$ cat config.mk
export PLATFORM = sky130hd
export DESIGN_NAME = sfr_core
export DESIGN_NICKNAME = d
export VERILOG_FILES = /design/src/rtl/sfr_pkg.sv /design/src/rtl/sfr_sync.sv /design/src/rtl/sfr_page_buf.sv /design/src/rtl/sfr_core.sv
export SDC_FILE = /design/constraint.sdc
export NUM_CORES = 2
export LEC_CHECK = 0
export BUFFER_PORTS_ARGS = -buffer_cell sky130_fd_sc_hd__buf_2
export CORE_MARGIN = 5
export CORE_UTILIZATION = 45
export DETAILED_ROUTE_END_ITERATION = 8
export PLACE_DENSITY_LB_ADDON = 0.2
export SLEW_MARGIN = 30
export SYNTH_ARGS = -nofsm -noshare
export SYNTH_HDL_FRONTEND = slang
export SYNTH_SLANG_ARGS = --single-unit
export TNS_END_PERCENT = 100
$ cat constraint.sdc
create_clock -name clk_i -period 14.7 [get_ports clk_i]
set_input_delay 1.47 -clock clk_i [delete_from_list [all_inputs] [get_ports clk_i]]
set_output_delay 1.47 -clock clk_i [all_outputs]
set_load 0.05 [all_outputs]
$ cat src/rtl/sfr_pkg.sv
// Shared constants for the serial flash read and program front end.
// Assumes a single system clock that oversamples the host serial clock.
package sfr_pkg;

    // Opcodes; the second of each array read and program pair always takes a four byte address.
    localparam logic [7:0] OP_CFG_NV = 8'hb5;
    localparam logic [7:0] OP_CFG_V  = 8'h85;
    localparam logic [7:0] OP_EAR    = 8'hc8;
    localparam logic [7:0] OP_RD3    = 8'h03;
    localparam logic [7:0] OP_RD4    = 8'h13;
    localparam logic [7:0] OP_FAST3  = 8'h0b;
    localparam logic [7:0] OP_FAST4  = 8'h0c;
    localparam logic [7:0] OP_QOUT3  = 8'h6b;
    localparam logic [7:0] OP_QOUT4  = 8'h6c;
    localparam logic [7:0] OP_QIO3   = 8'heb;
    localparam logic [7:0] OP_QIO4   = 8'hec;
    localparam logic [7:0] OP_DTR3   = 8'hed;
    localparam logic [7:0] OP_DTR4   = 8'hee;
    localparam logic [7:0] OP_PROG3  = 8'h02;
    localparam logic [7:0] OP_PROG4  = 8'h12;

    // Address lengths in bits, and bits per byte.
    localparam logic [5:0] ABITS_SHORT = 6'h18;
    localparam logic [5:0] ABITS_LONG  = 6'h20;
    localparam logic [5:0] BYTE_BITS   = 6'h08;

    // Dummy clocks after address, mode byte or opcode.
    localparam logic [3:0] DUM_CFG_SER  = 4'h8;
    localparam logic [3:0] DUM_CFG_QUAD = 4'h2;
    localparam logic [3:0] DUM_EAR_FAST = 4'h8;
    localparam logic [3:0] DUM_FAST     = 4'h8;
    localparam logic [3:0] DUM_QIO      = 4'h4;
    localparam logic [3:0] DUM_DTR      = 4'h6;

    // Wrap section lengths and page size.
    localparam logic [1:0] WRAP_16   = 2'h0;
    localparam logic [1:0] WRAP_32   = 2'h1;
    localparam logic [7:0] MASK_16   = 8'h0f;
    localparam logic [7:0] MASK_32   = 8'h1f;
    localparam logic [7:0] MASK_64   = 8'h3f;
    localparam logic [8:0] PAGE_SIZE = 9'h100;

    // Forbidden continuous read mode pattern.
    localparam logic [1:0] CRM_BAD = 2'h2;

    // Synchroniser reset: serial clock low, chip select high.
    localparam logic [5:0] SYNC_RST = 6'h02;

    // Sequencer states.
    typedef enum logic [7:0] {
        S_IDLE  = 8'h01,
        S_CMD   = 8'h02,
        S_ADDR  = 8'h04,
        S_MODE  = 8'h08,
        S_DUMMY = 8'h10,
        S_DOUT  = 8'h20,
        S_DIN   = 8'h40,
        S_IGN   = 8'h80
    } sfr_state_t;

endpackage

$ cat src/rtl/sfr_sync.sv
// Two flip-flop synchroniser for a group of asynchronous pin levels.
// Assumes each bit is a slow level; no multi-bit coherence is promised.
`timescale 1ns/1ps
module sfr_sync #(
    parameter int         W   = 1,
    parameter logic [W-1:0] RST = '0
) (
    // Clock and reset.
    input  wire logic         clk_i,
    input  wire logic         resetn_i,
    // Asynchronous levels in, synchronised levels out.
    input  wire logic [W-1:0] d_i,
    output logic      [W-1:0] q_o
);

    // First stage; only the second stage reads it.
    logic [W-1:0] meta_r;

    // Both stages reset to the idle pin levels.
    always_ff @(posedge clk_i)
    begin
        if (!resetn_i)
        begin
            meta_r <= RST;
            q_o    <= RST;
        end
        else
        begin
            meta_r <= d_i;
            q_o    <= meta_r;
        end
    end

endmodule

$ cat src/rtl/sfr_page_buf.sv
// Page buffer: 256 bytes, one write port, one registered read port.
// Assumes the program engine reads it only after a frame has ended.
`timescale 1ns/1ps
module sfr_page_buf (
    // Clock.
    input  wire logic       clk_i,
    // Write port from the serial side.
    input  wire logic       we_i,
    input  wire logic [7:0] waddr_i,
    input  wire logic [7:0] wdata_i,
    // Read port for the program engine.
    input  wire logic [7:0] raddr_i,
    output logic      [7:0] rdata_o
);

    // Storage; contents are undefined until written.
    logic [7:0] mem_r [256];

    // A write lands in the cycle of its strobe.
    always_ff @(posedge clk_i)
    begin
        if (we_i)
        begin
            mem_r[waddr_i] <= wdata_i;
        end
    end

    // Read data comes out one cycle after the address.
    always_ff @(posedge clk_i)
    begin
        rdata_o <= mem_r[raddr_i];
    end

endmodule

$ cat src/rtl/sfr_core.sv
// Serial flash command front end: reads, register reads and page load.
// Assumes clk_i runs at least eight times faster than the serial clock.
// Functional notes
// - Config read: opcode, address, dummy byte, then data; in quad mode the dummy phase never ends
// - Config value shifts out on falling edges
// - Config read refused while internal cycle busy
// - Extended register read returns byte MSB first
// - Quad mode fast clock: eight dummy clocks; the count steps by four per clock, so count plus one never equals eight
// - Four byte mode ignores extended address register
// - Normal read: address then data, no dummy
// - Read address advances one per output byte
// - Normal read refused while internal cycle busy
// - Fast read: address, dummy clocks, then data; in quad mode the dummy phase never ends
// - Quad output read: serial address, nibble data; in quad mode the dummy phase never ends
// - Quad I/O read: nibble address, mode, dummy
// - Wrap enabled: output stays in its section; only quad I/O and DTR reads wrap, and neither reaches output
// - DTR read moves nibbles on both edges
// - DTR read address rolls over to zero; DTR reads stay in the dummy phase, so the address never advances
// - DTR read refused while internal cycle busy
// - Page program: opcode, address, data bytes
// - Page data past end wraps to page start
// - Address select flag picks 24 or 32 bits
// - Short mode takes top byte from extended register
// - Over 256 bytes: last 256 are kept
// - Program only if select rises on byte boundary
`timescale 1ns/1ps
module sfr_core
    import sfr_pkg::*;
(
    // Clock and reset.
    input  wire logic        clk_i,
    input  wire logic        resetn_i,
    // Serial pins from the host; io_i[0] is SI, io[1] is SO.
    input  wire logic        sclk_i,
    input  wire logic        cs_n_i,
    input  wire logic [3:0]  io_i,
    output logic      [3:0]  io_o,
    output logic      [3:0]  io_oe_o,
    // Device state seen by the sequencer.
    input  wire logic        write_in_progress_flag_i,
    input  wire logic        write_enable_latch_i,
    input  wire logic        long_address_select_i,
    input  wire logic        quad_command_mode_i,
    input  wire logic        sclk_fast_i,
    input  wire logic        wrap_en_i,
    input  wire logic [1:0]  wrap_len_i,
    input  wire logic [7:0]  ext_addr_i,
    // Array and configuration register read port.
    output logic      [31:0] mem_addr_o,
    input  wire logic [7:0]  mem_data_i,
    input  wire logic [7:0]  cfg_data_i,
    // Status.
    output logic             reject_o,
    // Page program hand-off.
    output logic             prog_start_o,
    output logic      [31:0] prog_addr_o,
    output logic      [8:0]  prog_len_o,
    input  wire logic [7:0]  pb_raddr_i,
    output logic      [7:0]  pb_rdata_o
);

    // Synchronised pins and a delayed serial clock copy for edge finding.
    logic [5:0]  pins_s;
    logic        sclk_s, csn_s;
    logic [3:0]  io_s;
    logic        sclk_d_r;
    logic        rise, fall;

    // Sequencer state.
    sfr_state_t  st_r;
    logic [5:0]  bits_r;      // Bits or dummy clocks counted in this phase.
    logic [31:0] sh_r;        // Input shift register.
    logic [31:0] sh_nxt;
    logic [7:0]  op_r;        // Opcode of the frame.
    logic [31:0] addr_r;      // Current byte address.
    logic [7:0]  mode_r;      // Continuous read mode byte.

    // Output shifter.
    logic [7:0]  ob_r;
    logic [3:0]  obits_r;     // Bits still to send of the current byte.
    logic [7:0]  cur_byte;
    logic [7:0]  src_byte;

    // Page program bookkeeping.
    logic [7:0]  col_r;       // Next buffer column to write.
    logic [7:0]  scol_r;      // Column of the first data byte.
    logic [8:0]  pcnt_r;      // Bytes loaded, saturating at one page.

    // Opcode decode and phase figures.
    logic [7:0]  opc;
    logic        is_cfg, is_ear, is_rd, is_fast, is_qout, is_qio, is_dtr, is_prog;
    logic        four_b, is_arr, known;
    logic        lanes4, out4;
    logic [5:0]  inc, abits, bits_inc;
    logic [3:0]  dum;
    logic        samp, oedge, addr_done, byte_done, disp, disp_ign;
    logic [31:0] a_new, addr_adv;
    logic [7:0]  wmask;

    // All pins pass two flip-flops before any logic looks at them.
    sfr_sync #(.W(6), .RST(SYNC_RST)) u_sync (
        .clk_i    (clk_i),
        .resetn_i (resetn_i),
        .d_i      ({io_i, cs_n_i, sclk_i}),
        .q_o      (pins_s)
    );
    assign sclk_s = pins_s[0];
    assign csn_s  = pins_s[1];
    assign io_s   = pins_s[5:2];

    // Serial clock edges are found against a delayed copy.
    always_ff @(posedge clk_i)
    begin
        if (!resetn_i)
        begin
            sclk_d_r <= 1'b0;
        end
        else
        begin
            sclk_d_r <= sclk_s;
        end
    end
    assign rise = sclk_s & ~sclk_d_r;
    assign fall = ~sclk_s & sclk_d_r;

    // The opcode is decoded from the shifter while it is being received.
    always_comb
    begin
        opc     = (st_r == S_CMD) ? sh_r[7:0] : op_r;
        is_cfg  = (opc == OP_CFG_NV) || (opc == OP_CFG_V);
        is_ear  = (opc == OP_EAR);
        is_rd   = (opc == OP_RD3) || (opc == OP_RD4);
        is_fast = (opc == OP_FAST3) || (opc == OP_FAST4);
        is_qout = (opc == OP_QOUT3) || (opc == OP_QOUT4);
        is_qio  = (opc == OP_QIO3) || (opc == OP_QIO4);
        is_dtr  = (opc == OP_DTR3) || (opc == OP_DTR4);
        is_prog = (opc == OP_PROG3) || (opc == OP_PROG4);
        four_b  = (opc == OP_RD4) || (opc == OP_FAST4) || (opc == OP_QOUT4)
                || (opc == OP_QIO4) || (opc == OP_DTR4) || (opc == OP_PROG4);
        is_arr  = is_rd | is_fast | is_qout | is_qio | is_dtr;
        known   = is_cfg | is_ear | is_arr | is_prog;
    end

    // Lane widths: quad I/O and DTR carry the address on four lines.
    always_comb
    begin
        if ((st_r == S_CMD) || (st_r == S_DIN))
        begin
            lanes4 = quad_command_mode_i;
        end
        else
        begin
            lanes4 = quad_command_mode_i | is_qio | is_dtr;
        end
        out4 = quad_command_mode_i | is_qout | is_qio | is_dtr;
        inc  = lanes4 ? 6'h04 : 6'h01;
    end

    // Address length comes from the select flag or a four byte opcode.
    assign abits = (long_address_select_i | four_b) ? ABITS_LONG : ABITS_SHORT;

    // Dummy clocks per command; a fast quad clock needs them for C8.
    always_comb
    begin
        dum = 4'h0;
        if (is_cfg)
        begin
            dum = quad_command_mode_i ? DUM_CFG_QUAD : DUM_CFG_SER;
        end
        else if (is_ear && quad_command_mode_i && sclk_fast_i)
        begin
            dum = DUM_EAR_FAST;
        end
        else if (is_fast || is_qout)
        begin
            dum = DUM_FAST;
        end
        else if (is_qio)
        begin
            dum = DUM_QIO;
        end
        else if (is_dtr)
        begin
            dum = DUM_DTR;
        end
    end

    // Input sampling: rising edges, plus falling ones for DTR address.
    assign samp = rise | (fall & is_dtr & ((st_r == S_ADDR) || (st_r == S_MODE)));
    assign sh_nxt   = lanes4 ? {sh_r[27:0], io_s} : {sh_r[30:0], io_s[0]};
    assign bits_inc = bits_r + inc;
    assign addr_done = (st_r == S_ADDR) && samp && (bits_inc == abits);
    assign byte_done = (st_r == S_DIN) && rise && (bits_inc == BYTE_BITS);

    // The top byte comes from the extended register only in short mode.
    assign a_new = (abits == ABITS_LONG) ? sh_nxt : {ext_addr_i, sh_nxt[23:0]};

    // Dispatch happens the cycle after the eighth opcode bit.
    assign disp = (st_r == S_CMD) && (bits_r == BYTE_BITS);
    assign disp_ign = !known || (is_prog && !write_enable_latch_i)
                    || ((is_cfg || is_arr) && write_in_progress_flag_i);

    // Wrap keeps the address inside its section; otherwise it counts up.
    always_comb
    begin
        unique case (wrap_len_i)
            WRAP_16: wmask = MASK_16;
            WRAP_32: wmask = MASK_32;
            default: wmask = MASK_64;
        endcase
        addr_adv = addr_r + 32'h1;
        if (wrap_en_i && (is_qio || is_dtr))
        begin
            addr_adv = {addr_r[31:8], (addr_r[7:0] & ~wmask) | (addr_adv[7:0] & wmask)};
        end
    end

    // Output edges: falling edges, both edges for DTR.
    assign oedge = (st_r == S_DOUT) && (fall || (is_dtr && rise));

    // Sequencer; chip select high aborts any frame.
    always_ff @(posedge clk_i)
    begin
        if (!resetn_i)
        begin
            st_r   <= S_IDLE;
            bits_r <= 6'h00;
            sh_r   <= 32'h0;
            op_r   <= 8'h00;
            addr_r <= 32'h0;
            mode_r <= 8'h00;
        end
        else if (csn_s)
        begin
            st_r   <= S_IDLE;
            bits_r <= 6'h00;
        end
        else
        begin
            unique case (st_r)
                S_IDLE:
                begin
                    st_r <= S_CMD;
                end
                S_CMD:
                begin
                    if (rise)
                    begin
                        sh_r   <= sh_nxt;
                        bits_r <= bits_inc;
                    end
                    else if (disp)
                    begin
                        op_r   <= sh_r[7:0];
                        bits_r <= 6'h00;
                        if (disp_ign)
                            st_r <= S_IGN;
                        else if (!is_ear)
                            st_r <= S_ADDR;
                        else if (dum != 4'h0)
                            st_r <= S_DUMMY;
                        else
                            st_r <= S_DOUT;
                    end
                end
                S_ADDR:
                begin
                    if (samp)
                    begin
                        sh_r   <= sh_nxt;
                        bits_r <= bits_inc;
                    end
                    if (addr_done)
                    begin
                        addr_r <= a_new;
                        bits_r <= 6'h00;
                        if (is_qio || is_dtr)
                            st_r <= S_MODE;
                        else if (is_prog)
                            st_r <= S_DIN;
                        else if (dum != 4'h0)
                            st_r <= S_DUMMY;
                        else
                            st_r <= S_DOUT;
                    end
                end
                S_MODE:
                begin
                    if (samp)
                    begin
                        sh_r   <= sh_nxt;
                        bits_r <= bits_inc;
                        if (bits_inc == BYTE_BITS)
                        begin
                            mode_r <= sh_nxt[7:0];
                            bits_r <= 6'h00;
                            // A forbidden pattern leaves the frame unanswered.
                            st_r   <= (sh_nxt[5:4] == CRM_BAD) ? S_IGN : S_DUMMY;
                        end
                    end
                end
                S_DUMMY:
                begin
                    if (rise)
                    begin
                        bits_r <= bits_inc;
                        if (bits_r[3:0] + 4'h1 == dum)
                        begin
                            bits_r <= 6'h00;
                            st_r   <= S_DOUT;
                        end
                    end
                end
                S_DOUT:
                begin
                    // Array reads advance once per byte; register reads repeat.
                    if (oedge && (obits_r == 4'h0) && is_arr)
                        addr_r <= addr_adv;
                end
                S_DIN:
                begin
                    if (rise)
                    begin
                        sh_r   <= sh_nxt;
                        bits_r <= (bits_inc == BYTE_BITS) ? 6'h00 : bits_inc;
                    end
                end
                S_IGN:
                begin
                    st_r <= S_IGN;
                end
            endcase
        end
    end

    // Refusals are reported as a one-cycle pulse.
    always_ff @(posedge clk_i)
    begin
        if (!resetn_i)
            reject_o <= 1'b0;
        else
            reject_o <= disp && !csn_s && disp_ign;
    end

    // Byte source: register value, extended register, or array.
    assign src_byte = is_cfg ? cfg_data_i : (is_ear ? ext_addr_i : mem_data_i);
    assign cur_byte = (obits_r == 4'h0) ? src_byte : ob_r;
    assign mem_addr_o = addr_r;

    // Output shifter sends the top bits first and drives only when reading.
    always_ff @(posedge clk_i)
    begin
        if (!resetn_i)
        begin
            ob_r    <= 8'h00;
            obits_r <= 4'h0;
            io_o    <= 4'h0;
            io_oe_o <= 4'h0;
        end
        else if (st_r != S_DOUT)
        begin
            obits_r <= 4'h0;
            io_oe_o <= 4'h0;
        end
        else if (oedge)
        begin
            if (out4)
            begin
                io_o    <= cur_byte[7:4];
                ob_r    <= {cur_byte[3:0], 4'h0};
                io_oe_o <= 4'hf;
                obits_r <= (obits_r == 4'h0) ? 4'h4 : obits_r - 4'h4;
            end
            else
            begin
                io_o    <= {2'h0, cur_byte[7], 1'h0};
                ob_r    <= {cur_byte[6:0], 1'h0};
                io_oe_o <= 4'h2;
                obits_r <= (obits_r == 4'h0) ? 4'h7 : obits_r - 4'h1;
            end
        end
    end

    // Page load: a column that wraps in the page, so newest bytes win.
    always_ff @(posedge clk_i)
    begin
        if (!resetn_i)
        begin
            col_r        <= 8'h00;
            scol_r       <= 8'h00;
            pcnt_r       <= 9'h000;
            prog_start_o <= 1'b0;
            prog_addr_o  <= 32'h0;
            prog_len_o   <= 9'h000;
        end
        else
        begin
            prog_start_o <= 1'b0;
            if (addr_done && is_prog)
            begin
                col_r  <= a_new[7:0];
                scol_r <= a_new[7:0];
                pcnt_r <= 9'h000;
            end
            else if (byte_done)
            begin
                col_r  <= col_r + 8'h01;
                pcnt_r <= (pcnt_r == PAGE_SIZE) ? PAGE_SIZE : pcnt_r + 9'h001;
            end
            // The frame must end on a byte boundary with data loaded.
            if (csn_s && (st_r == S_DIN) && (bits_r == 6'h00) && (pcnt_r != 9'h000))
            begin
                prog_start_o <= 1'b1;
                prog_addr_o  <= {addr_r[31:8], (pcnt_r == PAGE_SIZE) ? col_r : scol_r};
                prog_len_o   <= pcnt_r;
            end
        end
    end

    // Page buffer written one byte at a time from the serial side.
    sfr_page_buf u_buf (
        .clk_i   (clk_i),
        .we_i    (byte_done && !csn_s),
        .waddr_i (col_r),
        .wdata_i (sh_nxt[7:0]),
        .raddr_i (pb_raddr_i),
        .rdata_o (pb_rdata_o)
    );
endmodule

# --- Yosys cells after proc, flatten, opt, wreduce, memory -nomap -nowiden ---
# Memory sizes are Yosys's and may differ from the RTL's. A register that Yosys moved wholly into a read port is not among the register bits.
# Cells that the tools add are included.
totals:
  reg_bits: 186
  ram_bits: 2048
  input_bits: 48
  n_memories: 1
memory_table:
  columns: ["name", "depth", "word_bits", "rd", "rd_clocked_by_memory_dff", "write_ports", "line", "source"]
  rows:
  - ["u_buf.mem_r", 256, 8, 1, 1, 1, "sfr_page_buf.sv:17", "logic [7:0] mem_r [256];"]
op_classes:
  addsub: 7
  eq_ne: 46
  muxes: 60
  bitwise: 28
  reduce_logical: 66
op_table:
  columns: ["operator", "n"]
  rows:
  - ["32-bit 2-to-1 mux", 5]
  - ["8-bit 2-to-1 mux", 17]
  - ["6-bit 2-to-1 mux", 12]
  - ["8-bit equality test (second input constant)", 8]
  - ["32-bit case mux with 2 select lines", 1]
  - ["31-bit 2-to-1 mux", 2]
  - ["31-bit case mux with 2 select lines", 1]
  - ["8-bit case mux with 6 select lines", 1]
  - ["4-bit 2-to-1 mux", 9]
  - ["32-bit by 1-bit adder with 32-bit output (second input constant)", 1]
  - ["6-bit case mux with 5 select lines", 1]
  - ["8-bit by 2-bit equality test with 1-bit output (second input constant)", 3]
  - ["8-bit by 4-bit equality test with 1-bit output (second input constant)", 3]
  - ["8-bit by 5-bit equality test with 1-bit output (second input constant)", 3]
  - ["8-bit by 7-bit equality test with 1-bit output (second input constant)", 3]
  - ["1-bit logical AND", 21]
  - ["1-bit logical OR", 20]
  - ["8-bit AND", 2]
  - ["2-bit != test (second input constant)", 8]
  - ["7-bit 2-to-1 mux", 2]
  - ["1-bit bitwise OR", 14]
  - ["6-bit by 4-bit equality test with 1-bit output (second input constant)", 2]
  - ["6-bit case mux with 2 select lines", 1]
  - ["4-bit AND reduction", 3]
  - ["39 further kinds", 64]

# --- Logic depth before layout (Yosys ltp) ---
depth:
  ltp_word: 17
  ltp_mapped: 20

# --- Cells and area by module ---
# A second synthesis with hierarchy kept.
unflattened:
  hier_cells: 4997
  area_unflattened_um2: 89418.3
modules_own_cells:
  columns: ["module", "n_inst", "cells_each", "area_each_um2", "seq_area_each_um2"]
  rows:
  - ["sfr_page_buf", 1, 3733, 79556.3, 61659.1]
  - ["sfr_core", 1, 1239, 9527.9, 3423.3]
  - ["sfr_sync", 1, 25, 334.1, 240.2]

# --- Least setup slack after synthesis ---
# No wires, ideal clock.
synth_timing:
  path_type: "input-to-reg"
  startpoint: "input quad_command_mode_i"
  endpoint: "memory u_buf.mem_r[0][2] (data pin)"
  arrival_ps: 5317
  required_time_ps: 13924
  slack_ps: 8607
  path_stages: 7
  n_path_buf: 3
  path_cell_list: "clkbuf_1 a21oi_2 nand2_1 buf_2 buf_2 mux2i_1 inv_1"
synth_via:
  elab_chain_cells: 4
synth_rtl:
  columns: ["item", "line", "source"]
  rows:
  - ["from (decl)", "sfr_core.sv:43", "input wire logic quad_command_mode_i,"]
  - ["1-bit bitwise OR (2 in a row)", "sfr_core.sv:153", "lanes4 = quad_command_mode_i | is_qio | is_dtr;"]
  - ["1-bit 2-to-1 mux *", "sfr_core.sv:147", "if ((st_r == S_CMD) || (st_r == S_DIN))"]
  - ["32-bit 2-to-1 mux *", "sfr_core.sv:190", "assign sh_nxt = lanes4 ? {sh_r[27:0], io_s} : {sh_r[30:0], io_s[0]};"]
  - ["to (decl)", "sfr_page_buf.sv:17", null]
# Every way passes the cells marked *; elsewhere a longest branch is shown, timed or not.

# --- Worst setup path after layout ---
layout_timing:
  startpoint: "register st_r[2]"
  endpoint: "memory u_buf.mem_r[101][2], enable pin"
layout_via:
  elab_chain_cells: 14
layout_rtl:
  columns: ["item", "line", "source"]
  rows:
  - ["from (decl)", "sfr_core.sv:70", "sfr_state_t st_r;"]
  - ["from (signal assigned)", "sfr_core.sv:298", "st_r <= (sh_nxt[5:4] == CRM_BAD) ? S_IGN : S_DUMMY;"]
  - ["8-bit by 2-bit equality test with 1-bit output", "sfr_core.sv:129, sfr_core.sv:147", null]
  - ["8-bit 2-to-1 mux", "sfr_core.sv:129", "opc = (st_r == S_CMD) ? sh_r[7:0] : op_r;"]
  - ["8-bit equality test", "sfr_core.sv:135", "is_qio = (opc == OP_QIO3) || (opc == OP_QIO4);"]
  - ["1-bit logical OR", "sfr_core.sv:135", null]
  - ["1-bit bitwise OR (2 in a row)", "sfr_core.sv:153", null]
  - ["1-bit 2-to-1 mux", "sfr_core.sv:147", null]
  - ["3-bit 2-to-1 mux", "sfr_core.sv:156", "inc = lanes4 ? 6'h04 : 6'h01;"]
  - ["6-bit by 3-bit adder with 6-bit output", "sfr_core.sv:191", "assign bits_inc = bits_r + inc;"]
  - ["6-bit by 4-bit equality test with 1-bit output", "sfr_core.sv:193", "assign byte_done = (st_r == S_DIN) && rise && (bits_inc == BYTE_BITS);"]
  - ["1-bit logical AND *", "sfr_core.sv:193", null]
  - ["1-bit logical AND *", "sfr_core.sv:423", ".we_i (byte_done && !csn_s),"]
  - ["1-bit 2-to-1 mux *", "sfr_page_buf.sv:22", "if (we_i)"]
  - ["1-bit 2-to-1 mux (implied by the code) *", "sfr_page_buf.sv:24", "mem_r[waddr_i] <= wdata_i;"]
# Marks and branches as above.

==> results.md <==
- CP Max Fanout: 38
- Drt drc: 0
- Main synth FF type: edfxtp_1
- Overall Global Routing Usage: 0.2095
- Post-synth top area cell: edfxtp_1
- Clk sink count: 2239
- Fillers: 15680
- FFs w/ async S/R, synth: 0
- Post-synthesis sequential area ratio: 0.7340
- Fraction of layout cells with a size suffix above 1: 0.2564
- Largest net degree at the start of global routing: 175
- Worst hold path class: flop to flop
- Core area: 0.1970 mm2
- Die width: roughly 450 um
- Drt total wl: 217300 um
- CP startpoint kind: flop
- Vias in the first global route: 44690
- MaxCap Viol Count: 0
- Final net count: around 4700
- Die H: 454.7 um
- Register area: 0.06533 mm2
- First-pass DRT Iterations: 6
- Share of the synthesized area in the top cell type: 0.6910
- Routed WL per cell: around 29 um
- Area of the multi-input gates: 0.02247 mm2
- Mapped Cells: 4503
- Htree depth: 4
- Clk_skew: approximately 0.031 ns
- Port buffer count: roughly 140
- Resize count post-CTS: 0
- Synthesized cell area: slightly below 0.09 mm2
- DR iter-0 viols: 4801
- Clk Latency, worst-skew pair: 0.84 ns
- PD cells: 129.0 mW/mm2
- Number of synthesized flops with an enable pin: 2048
- Outcome: completed
- CTS buffer count: 223
- Clock transition at path regs: 0.06 ns
- Io pins: 139
- Row Count: 163
- Setup bufs post-CTS: 0
- Warnings from Yosys: 0
- Starting Density: 0.4518
- Pleak: 30.69 nW
- Setup tns final: 0 ns
- Synthesized flop and latch total: 2239
- Hold_buf cts: 0
- Final slew viol count: 0
- Final ANT Viol Nets: 0
- Max-slew headroom at the worst pin: 0.3085
- Final period util: 0.4535
- Count of cell types in the netlist: 89
- Fmax: approximately 0.15 GHz
- Clock root buffer: clkbuf_16
- Max Root-Sink Buffers: 3
- Slew @ Worst Pin: 1.008 ns
- Die area: 0.2068 mm2
- Via Count: 44560
- Global-route wire length before repair: 316700 um
- Worst setup EP type: flop
- Area delta synth->final: 11.98%
- Setup Viol. Count Final: 0
- Overflow after GRT: 0
- TritonCTS clock tree: yes
- RSZ-0062 raised after global routing: false
- Antenna violations before repair: 11
- Setup WS pre-CTS: roughly 8.0 ns
- Commonest non-fill, non-tap cells in the layout: edfxtp_1, mux4_2, nor2_1, clkbuf_16, nand2_1
- Post-DP HPWL: 130100 um
- Final setup margin: 8.034 ns
- Most common cell after layout, fill and taps aside: edfxtp_1
- Min Hold Slack: 0.4118 ns
- Final hold violation count: 0
- Synth Net Count: 4563
- Arrival @ worst endpoint: 7.12 ns
- Peak VDD IR: 0.1409 mV
- Vias per inst: 5.958
- Top post-synthesis cells by area: edfxtp_1, mux4_2, dfxtp_1
- Kind of critical path: flop to flop
- Data required time at the worst endpoint: 15.16 ns
- GPL Wtd Cong: 0.8466
- Min Tclk post-route: between 6 and 7 ns
- Avg Cell Area, Syn: 19.76 um2
==> per-layer routing <==
layer	vias up	track usage	routed length [um]
met5	-	0	27
met4	4	0.06029	6062
met3	299	0.04457	16720
met2	1767	0.3251	102400
met1	23660	0.3031	92080
li1	18830	-	-
==> synthesized netlist by cell type, types with 19 or more instances <==
cell type,count
clkbuf_1,202
mux2i_1,66
nand2_1,204
o21ai_1,22
mux4_2,680
a211oi_1,56
nor3_1,31
o21ai_0,30
buf_2,20
edfxtp_1,2048
and2_1,19
inv_1,32
buf_1,66
a21oi_1,72
nor2_1,406
dfxtp_1,191
nand3_1,29
==> worst max-delay path, cell delays in order, from the launching register on <==
cell	delay [ns]
dfxtp_1	0.33
or4_1	0.70
or4_4	0.59
a21oi_2	0.27
nand2_2	0.08
buf_4	0.31
nor2_1	0.17
ha_1	0.32
o21ai_0	0.14
a31oi_1	0.41
xnor2_1	0.19
nand4_1	0.14
buf_4	0.30
nor3_2	0.72
nand2_1	0.73
nor2_1	0.85
==> final timing paths <==
kind,from,endpoint,slack [ns],cells past startpoint
setup / recovery,st_r[2],u_buf.mem_r[101][2],8.03,15
hold / removal,u_sync.meta_r[1],u_sync.q_o[1],0.41,1
setup reg to reg,st_r[2],u_buf.mem_r[101][2],8.03,15
hold reg to reg,u_sync.meta_r[1],u_sync.q_o[1],0.41,1
==> metrics by stage <==
step / instance area (um2) / total power, W / utilization / std cells
after detailed placement: 92610 / 0.007529 / 0.4700 / 7065
after global routing: 99650 / 0.01324 / 0.5058 / 7477
after CTS: 99580 / 0.01297 / 0.5055 / 7474
final: 99660 / 0.01285 / 0.5059 / 7480
after global placement: 92540 / 0.007527 / 0.4697 / 7064
after floorplan: 89000 / 0.007352 / - / 4503
==> kinds of logic (layout without fill, tap and decap cells) <==
| group | after synthesis | count (layout) | synth area share |
|---|---|---|---|
| multiplexers | 750 | 750 | 0.1800 |
| other | 0 | 4 | 0 |
| XOR/XNOR | 25 | 25 | 0.002460 |
| adder cells (fa/ha/maj) | 12 | 12 | 0.001687 |
| AND/OR/NAND/NOR | 824 | 824 | 0.04261 |
| flip-flops | 2239 | 2239 | 0.7340 |
| buffers and inverters | 323 | 656 | 0.01399 |
| AO/OA/AOI/OAI | 330 | 330 | 0.02529 |
==> state kept, by name, indices dropped and copies added (netlist names), named ones only <==
name / flops
bits_r: 6
col_r: 8
sclk_d_r: 1
prog_len_o: 9
st_r: 8
u_sync.meta_r: 6
reject_o: 1
mem_addr_o: 30
prog_addr_o: 32
io_oe_o: 2
op_r: 8
scol_r: 8
ob_r: 7
u_buf.rdata_o: 8
obits_r: 4
io_o: 4
u_sync.q_o: 6
prog_start_o: 1
pcnt_r: 9
sh_r: 31
u_buf.mem_r: 2048
==> final cells by class <==
| cell class | count | area share |
|---|---|---|
| flip-flops and latches | 2239 | 0.6555 |
| inverters | 33 | 0.001833 |
| repair buffers | 214 | 0.01399 |
| well taps | 2640 | 0.03314 |
| clock inverters | 128 | 0.01110 |
| diodes | 4 | 0.0001004 |
| multi-input cells | 1941 | 0.2255 |
| clock buffers | 281 | 0.05891 |
==> where the power goes <==
group,internal (W),switching (W)
sequential,0.00688,0.0000126
clock,0.00310,0.00237
combinational,0.000216,0.000279
(Power assumes the default switching activity.)
